[src/daaf_defines.vh]
/*
 * constants for the condition-flag and data-address slice: special register map,
 * operand offsets inside a pointer block, flag positions, reset values, operation codes.
 * assumes it is included by bare name from the slice's design file.
 */
`ifndef DAAF_DEFINES_VH
`define DAAF_DEFINES_VH

// ********************************
// special register map
// ********************************
`define DAAF_FLAGS_ADDR      12'hfd0
`define DAAF_PAIR0_BLOCK     9'h1fd
`define DAAF_PAIR1_BLOCK     9'h1fc
`define DAAF_PAIR2_BLOCK     9'h1fb
`define DAAF_NO_PAIR         2'h3

// ********************************
// offsets inside one pointer block
// ********************************
`define DAAF_OFS_LOW         3'h0
`define DAAF_OFS_HIGH        3'h1
`define DAAF_OFS_INDEX       3'h3
`define DAAF_OFS_PRE_INCREMENT_OPERAND      3'h4
`define DAAF_OFS_POST_DECREMENT_OPERAND     3'h5
`define DAAF_OFS_POST_INCREMENT_OPERAND     3'h6
`define DAAF_OFS_PLAIN       3'h7

// ********************************
// flag bit positions and resets
// ********************************
`define DAAF_BIT_NEG         4
`define DAAF_BIT_OVF         3
`define DAAF_BIT_ZERO        2
`define DAAF_BIT_DIGIT       1
`define DAAF_BIT_CARRY       0
`define DAAF_FLAGS_RESET     5'h00
`define DAAF_PTR_RESET       12'h000

// ********************************
// access bank and indexed literal window
// ********************************
`define DAAF_ACCESS_LOW_BANK  4'h0
`define DAAF_ACCESS_HIGH_BANK 4'hf
`define DAAF_INDEX_LIMIT      8'h5f

// ********************************
// operation codes from the decoder
// ********************************
`define DAAF_OP_ADD_REG      5'h00
`define DAAF_OP_ADD_IMM      5'h01
`define DAAF_OP_SUB_IMM      5'h02
`define DAAF_OP_SUB_REG      5'h03
`define DAAF_OP_AND_REG      5'h04
`define DAAF_OP_IOR_REG      5'h05
`define DAAF_OP_XOR_REG      5'h06
`define DAAF_OP_MOVE_REG     5'h07
`define DAAF_OP_CLEAR        5'h08
`define DAAF_OP_ROT_R        5'h09
`define DAAF_OP_ROT_L        5'h0a
`define DAAF_OP_BIT_CLR      5'h0b
`define DAAF_OP_BIT_SET      5'h0c
`define DAAF_OP_SWAP         5'h0d
`define DAAF_OP_STORE_ACC    5'h0e
`define DAAF_OP_MOVE_FULL    5'h0f
`define DAAF_OP_LOAD_PTR     5'h10
`define DAAF_OP_PROG_JUMP    5'h11

`endif

[src/daaf_core.v]
/*
 * condition flags and data address generation for one core slice.
 * assumes a decoder presenting one operation at a time while o_busy is low, and a
 * data memory that returns read data one cycle after o_mem_rd is sampled.
 */
// Behaviour
// - flag-altering op aimed at the flag register updates flags only, result dropped.
// - clearing the flag register sets zero, keeps other flags.
// - bit clear/set, swap, full move, accumulator store alter flags only when written to the flag register.
// - upper three flag bits read zero.
// - negative flag follows result bit 7.
// - overflow flag set when signed result flips sign bit wrongly.
// - zero flag set when result equals zero.
// - add/subtract ops capture carry out of bit 3 as digit carry.
// - add/subtract ops capture carry out of bit 7 as carry.
// - subtract adds two's complement, carries act as inverted borrows.
// - rotates load digit carry from bit 4 or 3, carry from end bit.
// - file address joins bank value when access bit set, else access bank.
// - full-address moves ignore the bank value.
// - destination bit one writes file, zero writes accumulator.
// - jump carries a 20-bit program address.
// - three pointer pairs, each a 12-bit linear address.
// - indirect operands have no storage; they access memory at their pointer.
// - indirect access uses full pointer, ignoring bank value and access bit.
// - pointer bytes are readable and writable by direct access.
// - each pair offers incrementing, decrementing and offset operands.
// - indexed literal offset works only with extended set enabled.
// - post ops access then step, pre-increment steps first, indexed adds accumulator.
// - pointer steps carry across the whole pair and alter no flag.
// - pointer aimed at an indirect operand reads zero, writes nothing.
// - write through a pair's own operand stores value without stepping.
`include "daaf_defines.vh"

module daaf_core #(
	parameter PROG_W = 20
) (
	input  wire              i_clk,
	input  wire              i_reset,
	input  wire              i_instr_valid,
	input  wire [4:0]        i_op,
	input  wire [7:0]        i_file,
	input  wire              i_access,
	input  wire              i_dest,
	input  wire [2:0]        i_bit_sel,
	input  wire [7:0]        i_literal,
	input  wire              i_full_en,
	input  wire [11:0]       i_full_src,
	input  wire [11:0]       i_full_dst,
	input  wire [1:0]        i_ptr_sel,
	input  wire [PROG_W-1:0] i_prog_literal,
	input  wire [3:0]        i_bank_select_value,
	input  wire              i_extended_set_enable,
	input  wire [7:0]        i_accum,
	input  wire [7:0]        i_mem_rdata,
	output reg               o_busy,
	output reg               o_done,
	output reg  [11:0]       o_mem_addr,
	output reg               o_mem_rd,
	output reg               o_mem_wr,
	output reg  [7:0]        o_mem_wdata,
	output reg               o_accum_wr,
	output reg  [7:0]        o_accum_data,
	output wire [7:0]        o_flags,
	output reg               o_prog_load,
	output reg  [PROG_W-1:0] o_prog_target
);

	localparam S_IDLE = 3'b001;
	localparam S_WAIT = 3'b010;
	localparam S_EXEC = 3'b100;

	// ********************************
	// decoding helpers
	// ********************************
	function [1:0] pair_of;
		input [11:0] addr;
		begin
			case (addr[11:3])
				`DAAF_PAIR0_BLOCK: pair_of = 2'h0;
				`DAAF_PAIR1_BLOCK: pair_of = 2'h1;
				`DAAF_PAIR2_BLOCK: pair_of = 2'h2;
				default: pair_of = `DAAF_NO_PAIR;
			endcase
		end
	endfunction

	function [4:0] flag_mask;
		input [4:0] op;
		begin
			case (op)
				`DAAF_OP_ADD_REG, `DAAF_OP_ADD_IMM, `DAAF_OP_SUB_IMM, `DAAF_OP_SUB_REG:
					flag_mask = 5'h1f;
				`DAAF_OP_AND_REG, `DAAF_OP_IOR_REG, `DAAF_OP_XOR_REG, `DAAF_OP_MOVE_REG:
					flag_mask = 5'h14;
				`DAAF_OP_ROT_R, `DAAF_OP_ROT_L: flag_mask = 5'h17;
				`DAAF_OP_CLEAR: flag_mask = 5'h04;
				default: flag_mask = 5'h00;
			endcase
		end
	endfunction

	function needs_read;
		input [4:0] op;
		begin
			case (op)
				`DAAF_OP_ADD_IMM, `DAAF_OP_SUB_IMM, `DAAF_OP_CLEAR, `DAAF_OP_STORE_ACC,
				`DAAF_OP_LOAD_PTR, `DAAF_OP_PROG_JUMP: needs_read = 1'b0;
				default: needs_read = 1'b1;
			endcase
		end
	endfunction

	// ********************************
	// state
	// ********************************
	reg  [2:0]        state;
	reg  [4:0]        flags;
	reg  [4:0]        op_q;
	reg               dest_q;
	reg  [2:0]        bit_q;
	reg  [7:0]        lit_q;
	reg  [7:0]        accum_q;
	reg  [11:0]       eff_q;
	reg  [11:0]       dst_q;
	reg  [1:0]        upd_pair_q;
	reg  [2:0]        upd_mode_q;
	reg  [1:0]        ptr_sel_q;
	reg  [PROG_W-1:0] prog_q;
	wire [11:0]       ptr_val [0:2];

	assign o_flags = {3'h0, flags};

	// ********************************
	// address resolution at accept
	// ********************************
	reg  [11:0] base;
	reg  [1:0]  base_pair;
	reg  [11:0] eff;
	reg  [1:0]  upd_pair;
	reg  [1:0]  eff_pair;

	always @* begin
		if (i_full_en) begin
			base = i_full_src;
		end else if (i_access) begin
			base = {i_bank_select_value, i_file};
		end else if (i_extended_set_enable && i_file <= `DAAF_INDEX_LIMIT) begin
			base = ptr_val[2] + {4'h0, i_file};
		end else if (i_file[7]) begin
			base = {`DAAF_ACCESS_HIGH_BANK, i_file};
		end else begin
			base = {`DAAF_ACCESS_LOW_BANK, i_file};
		end
		base_pair = pair_of(base);
		eff = base;
		upd_pair = `DAAF_NO_PAIR;
		// the operand itself has no storage; the pointer stands in for it
		if (base_pair != `DAAF_NO_PAIR && base[2:0] >= `DAAF_OFS_INDEX) begin
			upd_pair = base_pair;
			case (base[2:0])
				`DAAF_OFS_INDEX: eff = ptr_val[base_pair] + {{4{i_accum[7]}}, i_accum};
				`DAAF_OFS_PRE_INCREMENT_OPERAND: eff = ptr_val[base_pair] + 12'h001;
				default: eff = ptr_val[base_pair];
			endcase
		end
		eff_pair = pair_of(eff);
	end

	// ********************************
	// execution datapath
	// ********************************
	reg  [7:0]  src;
	reg  [7:0]  opa;
	reg  [7:0]  addend;
	reg         cin;
	reg  [8:0]  sum9;
	reg  [4:0]  sum5;
	reg  [7:0]  res;
	reg  [4:0]  cand;
	reg  [4:0]  mask;
	reg  [4:0]  next_flags;
	reg         to_file;
	reg  [11:0] wa;
	reg  [1:0]  wa_pair;
	reg  [1:0]  rd_pair;

	always @* begin
		rd_pair = pair_of(eff_q);
		// pointer bytes and flags are read here; operand or gap addresses give zero
		if (eff_q == `DAAF_FLAGS_ADDR) begin
			src = {3'h0, flags};
		end else if (rd_pair != `DAAF_NO_PAIR) begin
			if (eff_q[2:0] == `DAAF_OFS_LOW) begin
				src = ptr_val[rd_pair][7:0];
			end else if (eff_q[2:0] == `DAAF_OFS_HIGH) begin
				src = {4'h0, ptr_val[rd_pair][11:8]};
			end else begin
				src = 8'h00;
			end
		end else begin
			src = i_mem_rdata;
		end
		opa = (op_q == `DAAF_OP_ADD_IMM || op_q == `DAAF_OP_SUB_IMM) ? lit_q : src;
		cin = (op_q == `DAAF_OP_SUB_IMM || op_q == `DAAF_OP_SUB_REG);
		addend = cin ? ~accum_q : accum_q;
		sum9 = {1'b0, opa} + {1'b0, addend} + {8'h00, cin};
		sum5 = {1'b0, opa[3:0]} + {1'b0, addend[3:0]} + {4'h0, cin};
		cand = 5'h00;
		cand[`DAAF_BIT_DIGIT] = sum5[4];
		cand[`DAAF_BIT_CARRY] = sum9[8];
		cand[`DAAF_BIT_OVF] = (opa[7] == addend[7]) && (sum9[7] != opa[7]);
		case (op_q)
			`DAAF_OP_AND_REG: res = src & accum_q;
			`DAAF_OP_IOR_REG: res = src | accum_q;
			`DAAF_OP_XOR_REG: res = src ^ accum_q;
			`DAAF_OP_MOVE_REG, `DAAF_OP_MOVE_FULL: res = src;
			`DAAF_OP_CLEAR: res = 8'h00;
			`DAAF_OP_ROT_R: begin
				res = {flags[`DAAF_BIT_CARRY], src[7:1]};
				cand[`DAAF_BIT_CARRY] = src[0];
				cand[`DAAF_BIT_DIGIT] = src[4];
			end
			`DAAF_OP_ROT_L: begin
				res = {src[6:0], flags[`DAAF_BIT_CARRY]};
				cand[`DAAF_BIT_CARRY] = src[7];
				cand[`DAAF_BIT_DIGIT] = src[3];
			end
			`DAAF_OP_BIT_CLR: res = src & ~(8'h01 << bit_q);
			`DAAF_OP_BIT_SET: res = src | (8'h01 << bit_q);
			`DAAF_OP_SWAP: res = {src[3:0], src[7:4]};
			`DAAF_OP_STORE_ACC: res = accum_q;
			default: res = sum9[7:0];
		endcase
		cand[`DAAF_BIT_NEG] = res[7];
		cand[`DAAF_BIT_ZERO] = (res == 8'h00);
		mask = flag_mask(op_q);
		next_flags = (flags & ~mask) | (cand & mask);
		case (op_q)
			`DAAF_OP_CLEAR, `DAAF_OP_BIT_CLR, `DAAF_OP_BIT_SET, `DAAF_OP_STORE_ACC,
			`DAAF_OP_MOVE_FULL: to_file = 1'b1;
			`DAAF_OP_ADD_IMM, `DAAF_OP_SUB_IMM, `DAAF_OP_LOAD_PTR,
			`DAAF_OP_PROG_JUMP: to_file = 1'b0;
			default: to_file = dest_q;
		endcase
		wa = (op_q == `DAAF_OP_MOVE_FULL) ? dst_q : eff_q;
		wa_pair = pair_of(wa);
	end

	// ********************************
	// pointer pairs
	// ********************************
	genvar n;
	generate
		for (n = 0; n < 3; n = n + 1) begin : g_pair
			reg [11:0] pval;
			assign ptr_val[n] = pval;
			always @(posedge i_clk) begin
				if (i_reset) begin
					pval <= `DAAF_PTR_RESET;
				end else if (state == S_EXEC) begin
					// a write landing on the pair beats its own step
					if (to_file && wa_pair == n && wa[2:0] == `DAAF_OFS_LOW) begin
						pval[7:0] <= res;
					end else if (to_file && wa_pair == n && wa[2:0] == `DAAF_OFS_HIGH) begin
						pval[11:8] <= res[3:0];
					end else if (op_q == `DAAF_OP_LOAD_PTR && ptr_sel_q == n) begin
						pval <= eff_q;
					end else if (upd_pair_q == n) begin
						case (upd_mode_q)
							`DAAF_OFS_POST_INCREMENT_OPERAND, `DAAF_OFS_PRE_INCREMENT_OPERAND: pval <= pval + 12'h001;
							`DAAF_OFS_POST_DECREMENT_OPERAND: pval <= pval - 12'h001;
							default: pval <= pval;
						endcase
					end
				end
			end
		end
	endgenerate

	// ********************************
	// sequencer, flags and outputs
	// ********************************
	always @(posedge i_clk) begin
		if (i_reset) begin
			state <= S_IDLE;
			flags <= `DAAF_FLAGS_RESET;
			op_q <= 5'h00;
			dest_q <= 1'b0;
			bit_q <= 3'h0;
			lit_q <= 8'h00;
			accum_q <= 8'h00;
			eff_q <= 12'h000;
			dst_q <= 12'h000;
			upd_pair_q <= `DAAF_NO_PAIR;
			upd_mode_q <= 3'h0;
			ptr_sel_q <= 2'h0;
			prog_q <= {PROG_W{1'b0}};
			o_busy <= 1'b0;
			o_done <= 1'b0;
			o_mem_addr <= 12'h000;
			o_mem_rd <= 1'b0;
			o_mem_wr <= 1'b0;
			o_mem_wdata <= 8'h00;
			o_accum_wr <= 1'b0;
			o_accum_data <= 8'h00;
			o_prog_load <= 1'b0;
			o_prog_target <= {PROG_W{1'b0}};
		end else begin
			o_done <= 1'b0;
			o_mem_rd <= 1'b0;
			o_mem_wr <= 1'b0;
			o_accum_wr <= 1'b0;
			o_prog_load <= 1'b0;
			case (state)
				S_IDLE: begin
					if (i_instr_valid) begin
						state <= S_WAIT;
						o_busy <= 1'b1;
						op_q <= i_op;
						dest_q <= i_dest;
						bit_q <= i_bit_sel;
						lit_q <= i_literal;
						accum_q <= i_accum;
						dst_q <= i_full_dst;
						ptr_sel_q <= i_ptr_sel;
						prog_q <= i_prog_literal;
						eff_q <= (i_op == `DAAF_OP_LOAD_PTR) ? i_full_src : eff;
						upd_pair_q <= (i_op == `DAAF_OP_LOAD_PTR) ? `DAAF_NO_PAIR : upd_pair;
						upd_mode_q <= base[2:0];
						o_mem_addr <= eff;
						// internal registers and indirect operands never reach memory
						o_mem_rd <= needs_read(i_op) && eff != `DAAF_FLAGS_ADDR &&
							eff_pair == `DAAF_NO_PAIR && i_op != `DAAF_OP_LOAD_PTR;
					end
				end
				S_WAIT: begin
					state <= S_EXEC;
				end
				S_EXEC: begin
					state <= S_IDLE;
					o_busy <= 1'b0;
					o_done <= 1'b1;
					if (mask != 5'h00) begin
						flags <= next_flags;
					end else if (to_file && wa == `DAAF_FLAGS_ADDR) begin
						flags <= res[4:0];
					end
					if (to_file && wa != `DAAF_FLAGS_ADDR && wa_pair == `DAAF_NO_PAIR) begin
						o_mem_wr <= 1'b1;
						o_mem_addr <= wa;
						o_mem_wdata <= res;
					end
					if (!to_file && op_q != `DAAF_OP_LOAD_PTR && op_q != `DAAF_OP_PROG_JUMP) begin
						o_accum_wr <= 1'b1;
						o_accum_data <= res;
					end
					if (op_q == `DAAF_OP_PROG_JUMP) begin
						o_prog_load <= 1'b1;
						o_prog_target <= prog_q;
					end
				end
				default: state <= S_IDLE;
			endcase
		end
	end

endmodule

[config.mk]
export PLATFORM = sky130hd
export DESIGN_NAME = daaf_core
export DESIGN_NICKNAME = d
export VERILOG_FILES = /design/src/daaf_core.v
export VERILOG_INCLUDE_DIRS = /design/src
export SDC_FILE = /design/constraint.sdc
export NUM_CORES = 1
export LEC_CHECK = 0
export ABC_CLOCK_PERIOD_IN_PS = 5500
export BUFFER_PORTS_ARGS = -buffer_cell sky130_fd_sc_hd__buf_2
export CAP_MARGIN = 40
export CORE_MARGIN = 2
export CORE_UTILIZATION = 59
export CTS_CLUSTER_DIAMETER = 150
export DETAILED_ROUTE_END_ITERATION = 7
export PLACE_DENSITY = 0.82
export SETUP_SLACK_MARGIN = 0.02
export SYNTH_ARGS = -nofsm -noshare
export SYNTH_HDL_FRONTEND = slang
export SYNTH_SLANG_ARGS = --single-unit
export TNS_END_PERCENT = 5
[constraint.sdc]
create_clock -name i_clk -period 5.5 [get_ports i_clk]
set_input_delay 0.275 -clock i_clk [delete_from_list [all_inputs] [get_ports i_clk]]
set_output_delay 0.275 -clock i_clk [all_outputs]
set_load 0.05 [all_outputs]
# After elaboration in Yosys (flattened, before gate mapping)
# Memories as Yosys holds them, arrays and structs flattened. A register that Yosys moved wholly into a read port is not among the register bits.
# Index checks and enable logic that the tools add are counted.
op_classes:
  addsub: 13
  magnitude_cmp: 4
  eq_ne: 69
  shifts: 1
  muxes: 67
  bitwise_logic: 19
  reduce_logical: 67
ops:
  columns: ["operator", "n"]
  rows:
  - ["12-bit two-way mux", 19]
  - ["12-bit one-hot mux with 2 select lines", 5]
  - ["9-bit equality test, second input constant", 12]
  - ["8-bit two-way mux", 11]
  - ["8-bit one-hot mux with 11 select lines", 1]
  - ["5-bit by 4-bit equality test with 1-bit output, second input constant", 10]
  - ["12-bit by 1-bit adder with 12-bit output, second input constant", 4]
  - ["12-bit binary-select mux with 2-bit select", 2]
  - ["12-bit by 1-bit subtractor with 12-bit output, second input constant", 3]
  - ["12-bit equality test, second input constant", 2]
  - ["4-bit two-way mux", 6]
  - ["12-bit inequality test, second input constant", 2]
  - ["2-bit one-hot mux with 3 select lines", 4]
  - ["4-bit AND reduction", 6]
  - ["4-bit nonzero test", 6]
  - ["1-bit logical AND", 23]
  - ["5-bit by 3-bit equality test with 1-bit output, second input constant", 4]
  - ["5-bit equality test, second input constant", 4]
  - ["3-bit nonzero test", 6]
  - ["8-bit bitwise AND", 2]
  - ["8-bit NOT", 2]
  - ["8-bit bitwise OR", 2]
  - ["3-bit equality test, second input constant", 5]
  - ["5-bit by 2-bit equality test with 1-bit output, second input constant", 3]
  - ["other kinds (47)", 96]
word_totals:
  reg_bits: 174
  rom_bits: 80
  inputBits: 97
  out_inout_bits: 62
  word_cells: 270
  memories: 1
mem_list:
  columns: ["name", "depth", "word_bits", "read_ports", "rd_clocked_by_memory_dff", "write_ports", "line_no", "rtl"]
  rows:
  - ["(name not given)", 16, 5, 1, 1, 0, "daaf_core.v:90", "case (op)"]

# Longest topological paths before layout
# Gate-level depths: netlist of run 1.
logic_depth:
  ltp_word: 19
  mapped_depth: 25
  mapped_depth_nobuf: 24

# Worst setup path after synthesis of run 1
# Ideal clock, no wire load.
synth_timing:
  path_kind: "reg-to-reg"
  from: "register g_pair[2].pval[0]"
  to: "register eff_q[11]"
  setup_ns: 0.134
  t_arrival_ns: 4.906
  required_ns: 5.366
  path_slack_ns: 0.460
  path_stages_with_launch: 25
  n_path_buf: 1
  period_less_slack_ns: 5.040
  cell_sequence: "dfxtp_1 ha_1 inv_1 fa_1 nand2b_1 a21oi_1 o2111ai_2 xnor2_1 o221ai_2 o2111a_1 buf_6 nand3_4 a211oi_1 ha_1 a211oi_1 o21ai_0 nand2_1 o21ai_0 o41ai_1 xor2_1 o211a_1 o31ai_1 nor2_1 a211oi_1 a211oi_1"
synth_via:
  elab_chain_len: 14
  word_cells_on_any_way: 22
  classes_between: "add/sub (3); order compare (1); eq/ne (6); mux (10); bitwise (1); reduce/logical (1)"
synth_lines:
  columns: ["element", "line_no", "rtl"]
  rows:
  - ["start: declaration", "daaf_core.v:255", "reg [11:0] pval;"]
  - ["start signal: assignment", "daaf_core.v:259", "pval <= `DAAF_PTR_RESET;"]
  - ["start signal: assignment", "daaf_core.v:263", "pval[7:0] <= res;"]
  - ["start signal: assignment", "daaf_core.v:267", "pval <= eff_q;"]
  - ["12-bit by 8-bit adder with 12-bit output", "daaf_core.v:148", "base = ptr_val[2] + {4'h0, i_file};"]
  - ["12-bit two-way mux", "daaf_core.v:147", "end else if (i_extended_set_enable && i_file <= `DAAF_INDEX_LIMIT) begin"]
  - ["12-bit two-way mux", "daaf_core.v:145", "end else if (i_access) begin"]
  - ["12-bit two-way mux", "daaf_core.v:143", "if (i_full_en) begin"]
  - ["9-bit equality test", "daaf_core.v:78", "case (addr[11:3])"]
  - ["2-bit one-hot mux with 3 select lines", "daaf_core.v:78", null]
  - ["2-bit NOT with 3-bit output (not written as such)", "daaf_core.v:161, daaf_core.v:162, daaf_core.v:163", null]
  - ["12-bit binary-select mux with 2-bit select", "daaf_core.v:161, daaf_core.v:162, daaf_core.v:163", null]
  - ["12-bit two-way mux (not written as such) (2 in series)", "daaf_core.v:161, daaf_core.v:162, daaf_core.v:163", null]
  - ["12-bit by 1-bit adder with 12-bit output / 12-bit adder (equally long branches)", "daaf_core.v:162, daaf_core.v:161", null]
  - ["12-bit one-hot mux with 2 select lines", "daaf_core.v:160", "case (base[2:0])"]
  - ["12-bit two-way mux (*)", "daaf_core.v:158", "if (base_pair != `DAAF_NO_PAIR && base[2:0] >= `DAAF_OFS_INDEX) begin"]
  - ["12-bit two-way mux (*)", "daaf_core.v:327", "eff_q <= (i_op == `DAAF_OP_LOAD_PTR) ? i_full_src : eff;"]
  - ["end signal: assignment", "daaf_core.v:327", null]
  - ["end: declaration", "daaf_core.v:123", "reg [11:0] eff_q;"]
# Every way passes the cells marked *; elsewhere a longest branch is shown, timed or not. The select of a mux whose other input is x is not followed.
# A chain may end at the register's enable or synchronous reset.

# Final worst setup path of run 1
layout_timing:
  from: "register g_pair[2].pval[0]"
  to: "register o_mem_addr[10]"
layout_via:
  elab_chain_len: 15
  word_cells_on_any_way: 23
  classes_between: "add/sub (3); order compare (1); eq/ne (6); mux (11); bitwise (1); reduce/logical (1)"
layout_lines:
  columns: ["element", "line_no", "rtl"]
  rows:
  - ["12-bit by 8-bit adder with 12-bit output", "daaf_core.v:148", null]
  - ["12-bit two-way mux", "daaf_core.v:147", null]
  - ["12-bit two-way mux", "daaf_core.v:145", null]
  - ["12-bit two-way mux", "daaf_core.v:143", null]
  - ["9-bit equality test", "daaf_core.v:78", null]
  - ["2-bit one-hot mux with 3 select lines", "daaf_core.v:78", null]
  - ["2-bit NOT with 3-bit output (not written as such)", "daaf_core.v:161, daaf_core.v:162, daaf_core.v:163", null]
  - ["12-bit binary-select mux with 2-bit select", "daaf_core.v:161, daaf_core.v:162, daaf_core.v:163", null]
  - ["12-bit two-way mux (not written as such) (2 in series)", "daaf_core.v:161, daaf_core.v:162, daaf_core.v:163", null]
  - ["12-bit by 1-bit adder with 12-bit output / 12-bit adder (equally long branches)", "daaf_core.v:162, daaf_core.v:161", null]
  - ["12-bit one-hot mux with 2 select lines", "daaf_core.v:160", null]
  - ["12-bit two-way mux (*)", "daaf_core.v:158", null]
  - ["12-bit two-way mux (*)", "daaf_core.v:316", "if (i_instr_valid) begin"]
  - ["12-bit one-hot mux with 2 select lines (*)", "daaf_core.v:314", "case (state)"]
  - ["end signal: assignment", "daaf_core.v:350", "o_mem_addr <= wa;"]
  - ["end: declaration", "daaf_core.v:57", "output reg [11:0] o_mem_addr,"]
# Marks and branches as above.

==> out/results.tsv, run 1 <==
stage	metric	value	unit
final_layout	drive_gt1_frac	0.175	
final_layout	finish.instance_area	15100	µm²
pwr	powerDensity	237	nW/µm²
critical_path	max_stage_delay	400	ps
timing	fin_ws	239	ps
timing	rsz0062_at_grt	yes	
min_path	hold_class	in -> reg	
grt	first_global_vias	13200	
critical_path	crit_fanout	6	
logic_synthesis	ys_async_sr_fraction	0	
timing	setup_viol	0	
final_layout	syn2layout_area_growth	14.7	%
timing	period_share	0.957	
job	max_cap_violations	0	
logic_synthesis	synth_ff_type	dfxtp_1	
die	die_w	154	µm
placed_design	pre_cts_ws	-14.3	ps
route	drt-total-wl	48700	µm
final_layout	nNetsFinal	2064	
cts	ctsLongestPathBuffers	2	
die	rows	54	
logic_synthesis	avgSynthCellArea	7.45	µm²
logic_synthesis	synth-compound-area-share	0.287	
min_path	min_from	i_prog_literal[10]	
grt	track_usage	0.401	
critical_path	regToRegStartpoint	g_pair[2].pval[0]	
die	die_area	23600	µm²
logic_synthesis	yosysMostFrequentCell	nand2_1	
die	die_h	154	µm
timing	drv_slew	0	
logic_synthesis	synth_top_family_by_area	compound AO/OA/AOI/OAI gates	
cts	clk_latency	460	ps
logic_synthesis	synth.area.mux_share	0.0563	
timing	skew	18.0	ps
route	drc	0	
route	post_drt_wl_per_cell	22.2	µm
logic_synthesis	synth-edff-count	0	
placed_design	dpl_cell_area	14400	µm²
logic_synthesis	synth-xor-area-share	0.0377	
die	core-area	21900	µm²
logic_synthesis	synthAdderAreaFrac	0.0632	
logic_synthesis	synth_simple_gate_area_frac	0.237	
logic_synthesis	yosysTopAreaCell	dfxtp_1	
placed_design	port_buffers	155	
route	vias	14400	
cts	clk_pin_slew_worst_paths	90	ps
critical_path	critPathLaunchType	register	
grt	grt.overflow.total	0	
logic_synthesis	synth_area	13200	µm²
critical_path	cp-end-kind	register	
critical_path	crit_top_cell	buf_4	
pwr	max-vdd-ir-drop	0.218	mV
cts	cts_sinks	178	
logic_synthesis	ys_seq_area_frac	0.270	
logic_synthesis	yosys.area.top_type_share	0.270	
route	dr.pass1.iters	6	
final_layout	n_antenna_cell	0	
die	start_util	0.603	
critical_path	worstPathRequired	5800	ps
timing	worst_slew_pin_slew	911	ps
logic_synthesis	syn_inst	1772	
critical_path	slowest_stage	nor3_1	
critical_path	worstPathArrival	5560	ps
critical_path	critPathBufInv	4	
logic_synthesis	synth_common_cells	nand2_1 (341), a21oi_1 (192), dfxtp_1 (178)	
timing	relSlewSlack	0.392	
timing	fmax	190	MHz
cts	clockRootBuffer	clkbuf_16	
cts	numCtsBuffers	17	
route	drt-initial-drc-count	1870	
logic_synthesis	yosysUniqueCellTypes	103	
timing	final.min_clock_period	5260	ps
cts	h-tree-depth	4	
die	io_pins	159	
critical_path	cpLargestDelayFamily	compound AO/OA/AOI/OAI gates	
run_status	status	finished clean	
cts	cts_tree	built	
route	viasPerCell	6.57	
pwr	p_leak	6.25	nW
cts	hold_buffers	0	
timing	hold_viol_final	0	
grt	antenna_found_initial	0	
logic_synthesis	ys_ff_latch	178	
critical_path	criticalPathCategory	reg -> reg	
critical_path	critical_path.startpoint	g_pair[2].pval[0]	
grt	grt_max_degree	82	
placed_design	place_hpwl	36400	µm
logic_synthesis	ys_top_cells_by_area	dfxtp_1 (27%), nand2_1 (9.7%), a21oi_1 (7.3%)	
logic_synthesis	ys_warn_count	0	
placed_design	place.gp.congestion	1.02	
timing	hold_ws	48.1	ps
route	route.antenna.remaining_nets	0	
grt	grt_pass1_wl	75100	µm
final cells by class:
type / instances / area (µm²)
well taps: 280 / 350
clock buffers: 17 / 425
repair buffers: 221 / 1290
flip-flops and latches: 178 / 3560
multi-input cells: 1438 / 9130
inverters: 48 / 180
clock inverters: 15 / 200
fillers: 1905 / 6750
metal layers:
metal	up-vias	global-route usage	wire length, µm
li1	6676	-	-
met1	6763	0.560	20100
met2	851	0.605	21100
met3	140	0.0862	5520
met4	0	0.156	1970
met5	-	0	0
final timing paths:
check	slack (ps)	end	depth (start not counted)
min	50	prog_q[10]	3
max	240	o_mem_addr[10]	25
max reg2reg	240	o_mem_addr[10]	25
min reg2reg	450	o_prog_target[6]	2
placed cells by master, fill, tap and decap left out, drive strengths merged, types with 11 or more instances in the layout:
master and n:
o21a 11, o31ai 11, nand3 39, a211oi 29
nand4 13, mux2i 57, nand2 342, a31oi 16
a21o 19, o21ai 71, inv 54, nor3 44
nor2 136, a21oi 197, clkbuf 17, o211ai 56
dfxtp 178, xnor2 31, nand2b 19, xor2 25
ha 57, a22oi 12, buf 221, nor2b 38
mux2 15, a311oi 18
kinds of logic after synthesis:
logic type / after synthesis
and+or+nand+nor: 691
AOI/OAI and AO/OA: 553
DFF: 178
buffers and inverters: 158
muxes: 72
adders and majority gates: 63
xor gates and xnor gates: 56
other: 1
tightest hold or removal path, stage by stage:
cell,delay [ps]
buf_2,100
nand2_1,40
a21oi_1,50
through the flow:
step	utilization	total power, W	setup TNS, ps	std cells
after floorplan	-	0.00194	0	1774
after global placement	0.657	0.00225	0	2160
after detailed placement	0.658	0.00226	-14.3	2163
after CTS	0.687	0.00355	0	2195
after global routing	0.692	0.00369	-76.8	2197
final	0.692	0.00358	0	2197
registers in the layout, indices dropped and copies added, names as in the netlist, named ones only:
name	flops
o_mem_rd	1
o_accum_data	8
flag_mask.op	5
o_mem_wr	1
eff_q	12
o_prog_target	20
o_done	1
dest_q	1
o_prog_load	1
ptr_sel_q	2
bit_q	3
accum_q	8
state	3
lit_q	8
g_pair.pval	36
o_mem_wdata	8
prog_q	20
o_mem_addr	12
upd_pair_q	2
upd_mode_q	3
dst_q	12
o_accum_wr	1
o_busy	1
power breakdown:
part	internal [W]	leakage, nW	switching (W)
clock network	0.000628	0.298	0.000680
logic	0.000291	4.50	0.000566
registers	0.00134	1.45	0.0000789
timing repair:
item / in CTS / in global routing
resized for setup: 1 / 20
pin swaps: 0 / 4
setup endpoints to repair: 1 / 8
setup buffers: 0 / 2
Note: power is estimated with default switching activity, not from simulation.
==> run 2: changes to the inputs <==
Settings changed: BUFFER_PORTS_ARGS -buffer_cell sky130_fd_sc_hd__buf_2 to default, DONT_BUFFER_PORTS from default to 1, HOLD_SLACK_MARGIN from default to 0.06, PLACE_DENSITY 0.82 to 0.76.
==> out/results.tsv, run 2 (synthesis gave the netlist of run 1 again) <==
stage	metric	value	unit	change
route	route.antenna.remaining_nets	0		unchanged
critical_path	slowest_stage	fa_1		
route	drt-initial-drc-count	1931		+3.3%
run_status	status	finished clean		
cts	numCtsBuffers	17		unchanged
die	die_h	154	µm	unchanged
timing	setup_viol	0		unchanged
timing	worst_slew_pin_slew	957	ps	+45.2 ps
timing	skew	16.9	ps	-1.15 ps
min_path	min_from	i_full_src[2]		
critical_path	r2r-end	o_mem_addr[10]		
die	core-area	21900	µm²	unchanged
final_layout	final_common_cell	nand2_1		
grt	grt.overflow.total	0		unchanged
grt	track_usage	0.397		-0.00343
pwr	power_frac_seq	0.414		+0.018
route	viasPerCell	6.69		+1.8%
critical_path	cp-end-kind	register		
grt	first_global_vias	12800		-2.9%
pwr	p_clk_frac	0.359		-0.006
pwr	powerDensity	234	nW/µm²	-1.2%
die	die_w	154	µm	unchanged
critical_path	worstPathArrival	5520	ps	-40 ps
job	max_cap_violations	0		unchanged
critical_path	crit_fanout	14		+8
cts	clk_latency	450	ps	about the same
final_layout	nNetsFinal	1968		-4.7%
final_layout	drive_gt1_frac	0.0945		-0.0808
critical_path	critPathLaunchType	register		
route	post_drt_wl_per_cell	23.1	µm	+4.2%
pwr	power_frac_comb	0.227		-0.012
critical_path	critical_path.startpoint	g_pair[2].pval[0]		
final_layout	largest_register_ffs	36		unchanged
min_path	hold_path_end	eff_q[2]		
critical_path	reg2reg_depth	24		-4.0%
critical_path	max_stage_delay	420	ps	+20 ps
grt	grt_max_degree	174		+110%
die	rows	54		unchanged
timing	period_share	0.950		-0.00691
pwr	p_leak	5.78	nW	-7.5%
critical_path	criticalPathCategory	reg -> reg		
pwr	max-vdd-ir-drop	0.203	mV	-6.9%
final_layout	regMostFlops	g_pair.pval		
cts	clk_pin_slew_worst_paths	90	ps	about the same
critical_path	regToRegStartpoint	g_pair[2].pval[0]		
grt	grt_pass1_wl	73900	µm	-1.7%
die	die_area	23600	µm²	unchanged
route	dr.pass1.iters	7		+1
final_layout	syn2layout_area_growth	13.5	%	
critical_path	worstPathRequired	5800	ps	about the same
timing	final.min_clock_period	5220	ps	-38.0 ps
timing	fin_ws	277	ps	+38.0 ps
pwr	power	0.00350	W	-2.3%
timing	drv_slew	0		unchanged
pwr	p_int	0.00224	W	-0.86%
pwr	switching_share	0.360		-0.00931
placed_design	place.gp.congestion	0.989		-3.2%
die	start_util	0.603		unchanged
final_layout	n_antenna_cell	0		unchanged
cts	cts_tree	built		
final_layout	layout_common_cells	nand2_1 (341), a21oi_1 (189), dfxtp_1 (178)		
final_layout	largestRegisters	g_pair.pval x36, o_prog_target x20, prog_q x20		
critical_path	reg2reg_slack	280	ps	+40 ps
route	drt-total-wl	48600	µm	-0.31%
critical_path	critical_path.cell_chain	ha_2 -> inv_1 -> fa_1 -> nand2b_1 -> a21oi_1 -> nor2_1 -> o31a_1 -> o211a_4 -> a21o_2 -> nand3_4 -> a211oi_2 -> ha_1 -> fa_1 -> a21oi_2 -> o2111ai_2 -> a21o_1 -> a21oi_1 -> o21ai_0 -> xor2_1 -> a211oi_1 -> a21boi_1 -> buf_4 -> o211ai_1 -> a21oi_1		
final_layout	instances_no_fill	2101		-4.4%
cts	clockRootBuffer	clkbuf_16		
min_path	hold_class	in -> reg		
cts	cts_sinks	178		unchanged
timing	fmax	191	MHz	+0.73%
placed_design	place_inst	1995		-7.8%
placed_design	place_hpwl	34800	µm	-4.4%
final_layout	nFillCells	1827		-4.1%
grt	antenna_found_initial	0		unchanged
critical_path	crit_top_cell	a21oi_1		
cts	ctsLongestPathBuffers	2		unchanged
timing	relSlewSlack	0.362		-0.0301
placed_design	pre_cts_ws	-142	ps	-128 ps
route	vias	14000		-2.6%
final_layout	final_util	0.684		-0.00754
placed_design	port_buffers	0		-100%
timing	hold_viol_final	0		unchanged
route	drc	0		unchanged
pwr	power_switching	0.00126	W	-4.8%
die	io_pins	159		unchanged
cts	h-tree-depth	4		unchanged
min_path	whs_path_depth	2		-1
timing	rsz0062_at_grt	yes		
-- run 2: changes by cell type in the layout (fill, tap and decap cells not counted), moves of 2 or more --
cell	before	now
nor3_2	10	12
buf_2	154	0
dlygate4sd3_1	0	69
buf_4	65	54
nor3_1	34	32
inv_12	2	0
-- run 2: worst max-delay path: cells and delay by family (launching register included) --
family	cells	cell delay, ps
buffers and inverters	2	230
XOR/XNOR	1	160
AND/OR/NAND/NOR	3	390
AO/OA/AOI/OAI	14	2680
flip-flops	1	340
adder cells (fa/ha/maj)	4	1250
-- run 2: timing repair --
action	CTS	global route
pin swaps	0	3
hold buffers	70	0
endpoints found under the hold margin	174	0
buffers inserted	0	4
gates resized for setup	2	21
setup endpoints to repair	3	9
-- run 2: power by group through the flow --
stage | clock, W | combinational [W] | sequential (W)
6_report | 0.00126 | 0.000795 | 0.00145
5_1_grt | 0.00131 | 0.000849 | 0.00146
4_1_cts | 0.00126 | 0.000760 | 0.00144
3_5_place_dp | 0 | 0.000691 | 0.00147
3_3_place_gp | 0 | 0.000680 | 0.00147
2_1_floorplan | 0 | 0.000508 | 0.00143
-- run 2: stage by stage --
| step | setup TNS (ps) | cell area [µm²] | hold WS, ps |
|---|---|---|---|
| 2_1_floorplan | 0 | 13200 | 411 |
| 6_report | 0 | 15000 | 73.6 |
| 3_3_place_gp | 0 | 13500 | 358 |
| 3_5_place_dp | -231 | 13500 | 361 |
| 4_1_cts | 0 | 14800 | 67.9 |
| 5_1_grt | -215 | 15000 | 98.9 |
-- run 2: worst max path at each step --
stage | endpoint | slack, ps | depth (start not counted)
after floorplan | eff_q[11] | 460 | 24
after global placement | eff_q[11] | 10 | 22
after detailed placement | eff_q[11] | -140 | 23
after CTS | eff_q[11] | 30 | 22
after global routing | eff_q[11] | -70 | 24
final | o_mem_addr[10] | 280 | 24
-- run 2: metal layers --
layer | global-route usage | wire length (µm)
met1 | 0.543 | 19700
met4 | 0.162 | 1880
met5 | 0 | 0
met3 | 0.0936 | 5620
met2 | 0.605 | 21400
-- run 2: layout make-up --
class                   count  area, µm²  share of cell area
clock buffers              17        425              0.0284
clock inverters            15        170              0.0114
inverters                  48        180              0.0120
multi-input cells        1438       9150               0.611
flip-flops and latches    178       3560               0.238
well taps                 280        350              0.0234
repair buffers            125       1130              0.0758
